===== src/logic/cim_map.svh =====
// register map, field positions and reset values of the interrupt masking block
// Summary of operation
// - separate cpu enable bit per source, three registers
// - multi-event peripheral flags need one mask bit
// - audio block has its own enable bits
// - global enable bit in first enable register
// - global enable low blocks every interrupt
// - sources 0..17 vector to 0x03 plus 8n
// - listed flags cleared by hardware on vectoring
// - audio receive shares source 3, vector 0x1b
// - audio transmit shares source 14, vector 0x73
// - usb pending shares source 6, vector 0x33
// - usb resume arrives as port 0 pin 7
// - watchdog flags only on overflow in timer mode
`ifndef CIM_MAP_SVH
`define CIM_MAP_SVH

// apb byte offsets
`define CIM_OFS_EN_A      8'h00
`define CIM_OFS_EN_B      8'h04
`define CIM_OFS_EN_C      8'h08
`define CIM_OFS_FLAG      8'h0c
`define CIM_OFS_AUD_EN    8'h10
`define CIM_OFS_MASK_BASE 8'h20
`define CIM_MASK_COUNT    9

// reset values
`define CIM_RST_EN        8'h00
`define CIM_RST_FLAG      18'h00000
`define CIM_RST_AUD_EN    2'h0
`define CIM_RST_MASK      8'h00

// field positions
`define CIM_GLOBAL_BIT    7
`define CIM_EN_B_RO_BIT   6
`define CIM_AUD_RX_BIT    0
`define CIM_AUD_TX_BIT    1
`define CIM_P0_RESUME_BIT 7

// source numbers
`define CIM_SRC_RADIO     0
`define CIM_SRC_SER1_RX   3
`define CIM_SRC_PORT2     6
`define CIM_SRC_PORT0     13
`define CIM_SRC_SER1_TX   14
`define CIM_SRC_WDOG      17

// flags cleared by hardware when the cpu vectors (0..3, 9..12)
`define CIM_HW_CLR_MASK   18'h01e0f

// vector arithmetic
`define CIM_VEC_BASE      8'h03
`define CIM_VEC_SHIFT     3

`endif


===== src/logic/cim_pkg.sv =====
// types and shared functions of the interrupt masking block
`include "cim_map.svh"
package cim_pkg;

    typedef logic [17:0] cim_src_t;
    typedef logic [4:0]  cim_num_t;
    typedef logic [7:0]  cim_vec_t;

    // vector address of a source number
    function automatic cim_vec_t cim_vec_f(input cim_num_t n);
        cim_vec_f = `CIM_VEC_BASE + (cim_vec_t'(n) << `CIM_VEC_SHIFT);
    endfunction

endpackage


===== src/logic/cim_req_if.sv =====
// carrier between the request gate and the vector selector
`timescale 1ns/1ps
interface cim_req_if;
    import cim_pkg::*;

    cim_src_t req;
    logic     any;
    cim_num_t num;
    cim_vec_t vec;

    modport gate (output req, input any, input num, input vec);
    modport sel  (input req, output any, output num, output vec);
endinterface


===== src/logic/cim_top.sv =====
// cpu interrupt masking, flag keeping and vector selection
`timescale 1ns/1ps
`include "cim_map.svh"
module cim_top
    import cim_pkg::*;
(
    // clock and reset
    input  wire logic        REF_CLK_I,
    input  wire logic        RST_I,
    // apb slave
    input  wire logic        PSEL_I,
    input  wire logic        PENABLE_I,
    input  wire logic        PWRITE_I,
    input  wire logic [7:0]  PADDR_I,
    input  wire logic [31:0] PWDATA_I,
    output logic      [31:0] PRDATA_O,
    output logic             PREADY_O,
    output logic             PSLVERR_O,
    // single event sources
    input  wire logic        RADIO_DONE_I,
    input  wire logic        ADC_DONE_I,
    input  wire logic        SER0_RX_I,
    input  wire logic        SER1_RX_I,
    input  wire logic        ENC_DONE_I,
    input  wire logic        SLEEP_CMP_I,
    input  wire logic        SER0_TX_I,
    input  wire logic        SER1_TX_I,
    // shared sources
    input  wire logic        AUD_RX_I,
    input  wire logic        AUD_TX_I,
    input  wire logic        USB_PEND_I,
    input  wire logic        USB_RESUME_I,
    // watchdog
    input  wire logic        WDOG_OVF_I,
    input  wire logic        WDOG_TMODE_I,
    // multi event peripherals, 8 events each
    input  wire logic [71:0] MEV_I,
    // cpu side
    input  wire logic        CPU_ACK_I,
    input  wire logic [4:0]  CPU_ACK_NUM_I,
    output logic             IRQ_O,
    output logic      [4:0]  IRQ_NUM_O,
    output logic      [7:0]  IRQ_VEC_O
);

    logic [7:0]  en_a_r;
    logic [7:0]  en_b_r;
    logic [7:0]  en_c_r;
    cim_src_t    flag_r;
    cim_src_t    flag_nxt;
    logic [1:0]  aud_en_r;
    logic [7:0]  mask_r [`CIM_MASK_COUNT];
    logic        pready_r;
    logic [31:0] prdata_r;
    logic        pslverr_r;
    logic        irq_r;
    cim_num_t    num_r;
    cim_vec_t    vec_r;
    cim_src_t    en_all;
    cim_src_t    set_ev;
    cim_src_t    sw_clr;
    cim_src_t    hw_clr;
    logic [8:0]  mev_hit;
    logic [71:0] mev_ev;
    logic        apb_wr;
    logic        apb_setup_acc;
    logic [31:0] rdata;
    logic        hit;

    cim_req_if rq ();

    cim_vec_sel cim_vec_sel_i
    (
        .rq (rq.sel)
    );

    // byte address of a mask register
    function automatic logic [7:0] mask_ofs_f(input int k);
        mask_ofs_f = `CIM_OFS_MASK_BASE + 8'(k * 4);
    endfunction

    // enable bits gathered in source order, one per source
    assign en_all = {en_c_r[5], en_c_r[0], en_c_r[4], en_c_r[3], en_b_r[5],
                     en_b_r[4], en_b_r[3], en_b_r[2], en_b_r[1], en_b_r[0],
                     en_c_r[2], en_c_r[1], en_a_r[5:0]};

    // usb resume arrives as the pin 7 event of port 0
    assign mev_ev = MEV_I | {64'h0, USB_RESUME_I, 7'h00};

    // a peripheral flags only through its own mask bits
    always_comb
    begin
        for (int k = 0; k < `CIM_MASK_COUNT; k++)
        begin
            mev_hit[k] = |(mev_ev[8*k +: 8] & mask_r[k]);
        end
    end

    // event to source mapping, shared vectors folded in
    always_comb
    begin
        set_ev     = {WDOG_OVF_I & WDOG_TMODE_I,
                      mev_hit[8], mev_hit[1],
                      SER1_TX_I | (AUD_TX_I & aud_en_r[`CIM_AUD_TX_BIT]),
                      mev_hit[0], mev_hit[7], mev_hit[6], mev_hit[5],
                      mev_hit[4], mev_hit[3], SER0_TX_I,
                      mev_hit[2] | USB_PEND_I,
                      SLEEP_CMP_I, ENC_DONE_I,
                      SER1_RX_I | (AUD_RX_I & aud_en_r[`CIM_AUD_RX_BIT]),
                      SER0_RX_I, ADC_DONE_I, RADIO_DONE_I};
    end

    // apb phase decode; one wait state, write lands on the completing edge
    assign apb_setup_acc = PSEL_I & PENABLE_I & ~pready_r;
    assign apb_wr        = PSEL_I & PENABLE_I & pready_r & PWRITE_I;

    // read mux and address hit
    always_comb
    begin
        rdata = 32'h0;
        hit   = 1'b1;
        case (PADDR_I)
            `CIM_OFS_EN_A:   rdata = {24'h0, en_a_r};
            `CIM_OFS_EN_B:   rdata = {24'h0, en_b_r};
            `CIM_OFS_EN_C:   rdata = {24'h0, en_c_r};
            `CIM_OFS_FLAG:   rdata = {14'h0, flag_r};
            `CIM_OFS_AUD_EN: rdata = {30'h0, aud_en_r};
            default:
            begin
                hit = 1'b0;
                for (int k = 0; k < `CIM_MASK_COUNT; k++)
                begin
                    if (PADDR_I == mask_ofs_f(k))
                    begin
                        rdata = {24'h0, mask_r[k]};
                        hit   = 1'b1;
                    end
                end
            end
        endcase
    end

    // apb answer, all outputs registered
    always_ff @(posedge REF_CLK_I or posedge RST_I)
    begin
        if (RST_I)
        begin
            pready_r  <= 1'b0;
            prdata_r  <= 32'h0;
            pslverr_r <= 1'b0;
        end
        else
        begin
            pready_r  <= apb_setup_acc;
            pslverr_r <= apb_setup_acc & ~hit;
            if (apb_setup_acc & ~PWRITE_I)
            begin
                prdata_r <= rdata;
            end
            else
            begin
                prdata_r <= 32'h0;
            end
        end
    end

    // cpu enable registers; global bit lives in the first
    always_ff @(posedge REF_CLK_I or posedge RST_I)
    begin
        if (RST_I)
        begin
            en_a_r <= `CIM_RST_EN;
            en_b_r <= `CIM_RST_EN;
            en_c_r <= `CIM_RST_EN;
        end
        else if (apb_wr)
        begin
            if (PADDR_I == `CIM_OFS_EN_A)
            begin
                en_a_r <= PWDATA_I[7:0];
            end
            if (PADDR_I == `CIM_OFS_EN_B)
            begin
                en_b_r <= PWDATA_I[7:0] & ~(8'h01 << `CIM_EN_B_RO_BIT);
            end
            if (PADDR_I == `CIM_OFS_EN_C)
            begin
                en_c_r <= PWDATA_I[7:0];
            end
        end
    end

    // audio enables and per-event masks
    always_ff @(posedge REF_CLK_I or posedge RST_I)
    begin
        if (RST_I)
        begin
            aud_en_r <= `CIM_RST_AUD_EN;
            for (int k = 0; k < `CIM_MASK_COUNT; k++)
            begin
                mask_r[k] <= `CIM_RST_MASK;
            end
        end
        else if (apb_wr)
        begin
            if (PADDR_I == `CIM_OFS_AUD_EN)
            begin
                aud_en_r <= PWDATA_I[1:0];
            end
            for (int k = 0; k < `CIM_MASK_COUNT; k++)
            begin
                if (PADDR_I == mask_ofs_f(k))
                begin
                    mask_r[k] <= PWDATA_I[7:0];
                end
            end
        end
    end

    // clears: software write-one, hardware on vectoring for listed flags
    assign sw_clr = (apb_wr && PADDR_I == `CIM_OFS_FLAG) ? PWDATA_I[17:0] : 18'h0;
    assign hw_clr = CPU_ACK_I ? (18'(18'h1 << CPU_ACK_NUM_I) & `CIM_HW_CLR_MASK)
                              : 18'h0;

    // a set in the clearing cycle survives
    assign flag_nxt = (flag_r & ~(sw_clr | hw_clr)) | set_ev;

    // cpu flags
    always_ff @(posedge REF_CLK_I or posedge RST_I)
    begin
        if (RST_I)
        begin
            flag_r <= `CIM_RST_FLAG;
        end
        else
        begin
            flag_r <= flag_nxt;
        end
    end

    // request needs flag, own enable and global enable
    assign rq.req = flag_r & en_all & {18{en_a_r[`CIM_GLOBAL_BIT]}};

    // registered request, number and vector toward the cpu
    always_ff @(posedge REF_CLK_I or posedge RST_I)
    begin
        if (RST_I)
        begin
            irq_r <= 1'b0;
            num_r <= 5'h00;
            vec_r <= 8'h00;
        end
        else
        begin
            irq_r <= rq.any;
            num_r <= rq.num;
            vec_r <= rq.any ? rq.vec : 8'h00;
        end
    end

    assign PRDATA_O  = prdata_r;
    assign PREADY_O  = pready_r;
    assign PSLVERR_O = pslverr_r;
    assign IRQ_O     = irq_r;
    assign IRQ_NUM_O = num_r;
    assign IRQ_VEC_O = vec_r;
endmodule // cim_top


===== src/logic/cim_vec_sel.sv =====
// picks the lowest numbered pending request and its vector
`timescale 1ns/1ps
module cim_vec_sel
    import cim_pkg::*;
(
    cim_req_if.sel rq
);

    // fixed order: lower number wins, priority groups not modelled
    always_comb
    begin
        rq.any = 1'b0;
        rq.num = 5'h00;
        for (int i = 17; i >= 0; i--)
        begin
            if (rq.req[i])
            begin
                rq.any = 1'b1;
                rq.num = 5'(i);
            end
        end
        rq.vec = cim_vec_f(rq.num);
    end

endmodule // cim_vec_sel


===== config.mk =====
export PLATFORM = sky130hd
export DESIGN_NAME = cim_top
export DESIGN_NICKNAME = d
export VERILOG_FILES = /design/src/logic/cim_pkg.sv /design/src/logic/cim_req_if.sv /design/src/logic/cim_top.sv /design/src/logic/cim_vec_sel.sv
export VERILOG_INCLUDE_DIRS = /design/src /design/src/logic
export SDC_FILE = /design/constraint.sdc
export NUM_CORES = 1
export LEC_CHECK = 0
export ABC_AREA = 1
export BUFFER_PORTS_ARGS = -buffer_cell sky130_fd_sc_hd__clkbuf_2
export CORE_MARGIN = 5
export CORE_UTILIZATION = 37
export DETAILED_ROUTE_END_ITERATION = 7
export GPL_ROUTABILITY_DRIVEN = 0
export PLACE_DENSITY = 0.57
export SLEW_MARGIN = 20
export SYNTH_ARGS = -nofsm -noshare
export SYNTH_HDL_FRONTEND = slang
export SYNTH_SLANG_ARGS = --single-unit

===== constraint.sdc =====
create_clock -name REF_CLK_I -period 6.2 [get_ports REF_CLK_I]
set_input_delay 1.24 -clock REF_CLK_I [delete_from_list [all_inputs] [get_ports REF_CLK_I]]
set_output_delay 1.24 -clock REF_CLK_I [all_outputs]
set_load 0.03 [all_outputs]

==> results.json <==
{
  "ioPinCount": 185,
  "setup_viol_count_final": 0,
  "initial_drc_count": 478,
  "hold_viol": 0,
  "drive_gt1_share_pct": 22.2,
  "fin_setup_tns_ps": 0,
  "area_delta_synth_final_pct": 20.8,
  "grt_antenna_before_repair": 0,
  "cp_data_arrival_time_ps": 3280,
  "cts_num_sinks": 146,
  "synth.cell_area_mm2": 0.00702,
  "tritoncts.num_buffers": 17,
  "outcome": "completed",
  "max_freq_mhz": 336,
  "detailroute.via_count": 6366,
  "start_util_pct": 37.5,
  "final_util_pct": 45.4,
  "crit-reg2reg-launch": "en_a_r[7]",
  "post_cts_hold_buffer_count": 0,
  "startpoint_to_endpoint_class_of_the_critical_path": "input pin to flop",
  "grt_start_max_net_pins": 94,
  "antenna_left": 0,
  "fin_hold_ws_ps": 487,
  "post-synth-top-area-fraction_pct": 52.0,
  "root_buffer": "sky130_fd_sc_hd__clkbuf_16",
  "synth.largest_area_cell": "sky130_fd_sc_hd__dfrtp_1",
  "data_required_time_of_the_critical_path_ps": 6510,
  "period_needed_ps": 2970,
  "cells_taking_the_most_area_after_synthesis": "sky130_fd_sc_hd__dfrtp_1, sky130_fd_sc_hd__nand2_1, sky130_fd_sc_hd__o21ai_0, sky130_fd_sc_hd__nand3_1, sky130_fd_sc_hd__inv_1",
  "die_y_um": 148,
  "hold_start": "en_b_r[7]",
  "postSynth.asyncResetShare_pct": 100,
  "cp-start-kind": "input pin",
  "timing.final.crit_share_pct": 47.9,
  "total_power_mw": 2.13,
  "critical_path.endpoint_type": "flop",
  "synthFlopType": "sky130_fd_sc_hd__dfrtp_1",
  "postCtsSetupBuffers": 0,
  "syn-instance-count": 831,
  "global_route.overflow_total": 0,
  "total_leakage_power_nw": 4.18,
  "critical_path.startpoint": "PADDR_I[1]",
  "grtUsageTotal_pct": 20.9,
  "die-width_um": 148,
  "drc_errors": 0,
  "clk_latency_ps": 420,
  "cts.repair.resized": 0,
  "min_path_type": "flop to flop",
  "synth_seq_cells": 146,
  "numPortBuffers": 155,
  "yosysUniqueCellTypes": 42,
  "h-tree-depth": 4,
  "yosysMostFrequentCell": "sky130_fd_sc_hd__nand2_1",
  "ys.warnings.count": 0,
  "setup_repair_after_global_routing_missed_its_margin": "no",
  "clock_tree_buffer_depth": 2,
  "cap_violations": 0,
  "power.density_cell_area_mw_per_mm2": 251,
  "design.die.area_mm2": 0.0218,
  "layout.nets": 1114,
  "fin_worst_skew_ps": 7.43,
  "worstPathMaxFanout": 11,
  "slew_margin_rel_pct": 40.2,
  "synth-edff-count": 0,
  "power.ir.vdd_worst_mv": 0.231,
  "ys_top_cells_by_count": "sky130_fd_sc_hd__nand2_1, sky130_fd_sc_hd__dfrtp_1, sky130_fd_sc_hd__o21ai_0",
  "route.detailed.wl_per_inst_um": 18.4,
  "core_area_mm2": 0.0187,
  "clk_pin_slew_worst_paths_ps": 60,
  "drt-pass1-iter-count": 5,
  "ff2ff_setup_slack_ps": 4160,
  "synth_seq_area_share_pct": 52.0,
  "cts_tree": "yes",
  "placement_rows": 50,
  "worst-slew-pin-transition_ps": 897,
  "synthesized_area_divided_by_synthesized_cell_count_um2": 8.45,
  "hpwl_um": 16700,
  "grt_pass1_vias": 6166,
  "wire_length_of_the_first_global_routing_pass_um": 34600,
  "vias_per_cell": 5.20,
  "antenna-diode-count": 0,
  "totalWireLength_um": 22600,
  "slew_violations": 0
}
## kinds of logic after synthesis
family          count (synthesis)  synth area share, %
compound gates                211                 17.6
buf+inv                       104                 6.77
flops                         146                 52.0
other cells                     1               0.0534
simple gates                  369                 23.6
## area by class of cell
| cell class | count | area (um^2) |
|---|---|---|
| repair buffers | 157 | 791 |
| well taps | 234 | 293 |
| clock inverters | 9 | 80.1 |
| fillers | 1873 | 10200 |
| inverters | 60 | 235 |
| flip-flops and latches | 146 | 3650 |
| clock buffers | 23 | 488 |
| multi-input cells | 595 | 2950 |
## critical path, stage by stage
cell	delay (ps)
sky130_fd_sc_hd__clkbuf_2	90
sky130_fd_sc_hd__nor2_2	190
sky130_fd_sc_hd__nand3_1	310
sky130_fd_sc_hd__nor2_4	360
sky130_fd_sc_hd__nand2_2	180
sky130_fd_sc_hd__inv_1	480
sky130_fd_sc_hd__nand2_1	110
sky130_fd_sc_hd__a221o_1	300
## power by group
| part | internal [mW] | leakage, nW | total [mW] | switching, mW |
|---|---|---|---|---|
| logic | 0.0457 | 1.92 | 0.149 | 0.103 |
| clock network | 0.592 | 0.283 | 0.987 | 0.395 |
| registers | 0.972 | 1.97 | 0.995 | 0.0223 |
| total | 1.61 | 4.18 | 2.13 | 0.521 |
## final timing paths
kind                           endpoint  depth (start not counted)
min reg2reg                   en_b_r[7]                          2
max                          flag_r[14]                          8
min                           en_b_r[7]                          2
max in group asynchronous     PSLVERR_O                          3
max reg2reg                IRQ_NUM_O[0]                         18
min in group asynchronous  PRDATA_O[13]                          2
## cell usage in the layout (no fill, tap or decap), types with 4 or more instances in the layout
master and n:
sky130_fd_sc_hd__a22o_1 14, sky130_fd_sc_hd__dfrtp_1 146, sky130_fd_sc_hd__clkbuf_2 155, sky130_fd_sc_hd__clkinv_2 5, sky130_fd_sc_hd__clkbuf_8 4, sky130_fd_sc_hd__nand3_1 48, sky130_fd_sc_hd__a221oi_1 18, sky130_fd_sc_hd__o21ai_0 121
sky130_fd_sc_hd__clkbuf_16 17, sky130_fd_sc_hd__nand2_1 251, sky130_fd_sc_hd__nor2_4 7, sky130_fd_sc_hd__nor2_1 24, sky130_fd_sc_hd__o211ai_1 4, sky130_fd_sc_hd__a31oi_1 5, sky130_fd_sc_hd__a21oi_1 34, sky130_fd_sc_hd__conb_1 15
sky130_fd_sc_hd__nor2_2 6, sky130_fd_sc_hd__inv_1 51, sky130_fd_sc_hd__nand4_1 8, sky130_fd_sc_hd__nor3_1 9, sky130_fd_sc_hd__inv_2 5
## state kept, by name, summed over array words and instances, names as in the netlist
register and flops:
mask_r 72, PRDATA_O 18, flag_r 18, en_a_r 8, en_c_r 8, en_b_r 7, IRQ_VEC_O 6, IRQ_NUM_O 5
aud_en_r 2, PREADY_O 1, PSLVERR_O 1
## layer usage
layer	part of all wire (%)	global-route usage, %	vias to the layer above
li1	-	-	3083
met1	43	28.1	2985
met2	47	33.7	262
met3	7.1	4.84	36
met4	2.3	6.57	0
met5	0	0	-
## through the flow
stage	worst slack [ps]	area, um^2	std cells
floorplan	1040	7080	845
global placement	2790	7920	1192
detailed placement	2760	7920	1192
CTS	3210	8490	1224
global route	3130	8490	1224
finish	3230	8490	1224
No activity file was read; power rests on OpenSTA's default activity.
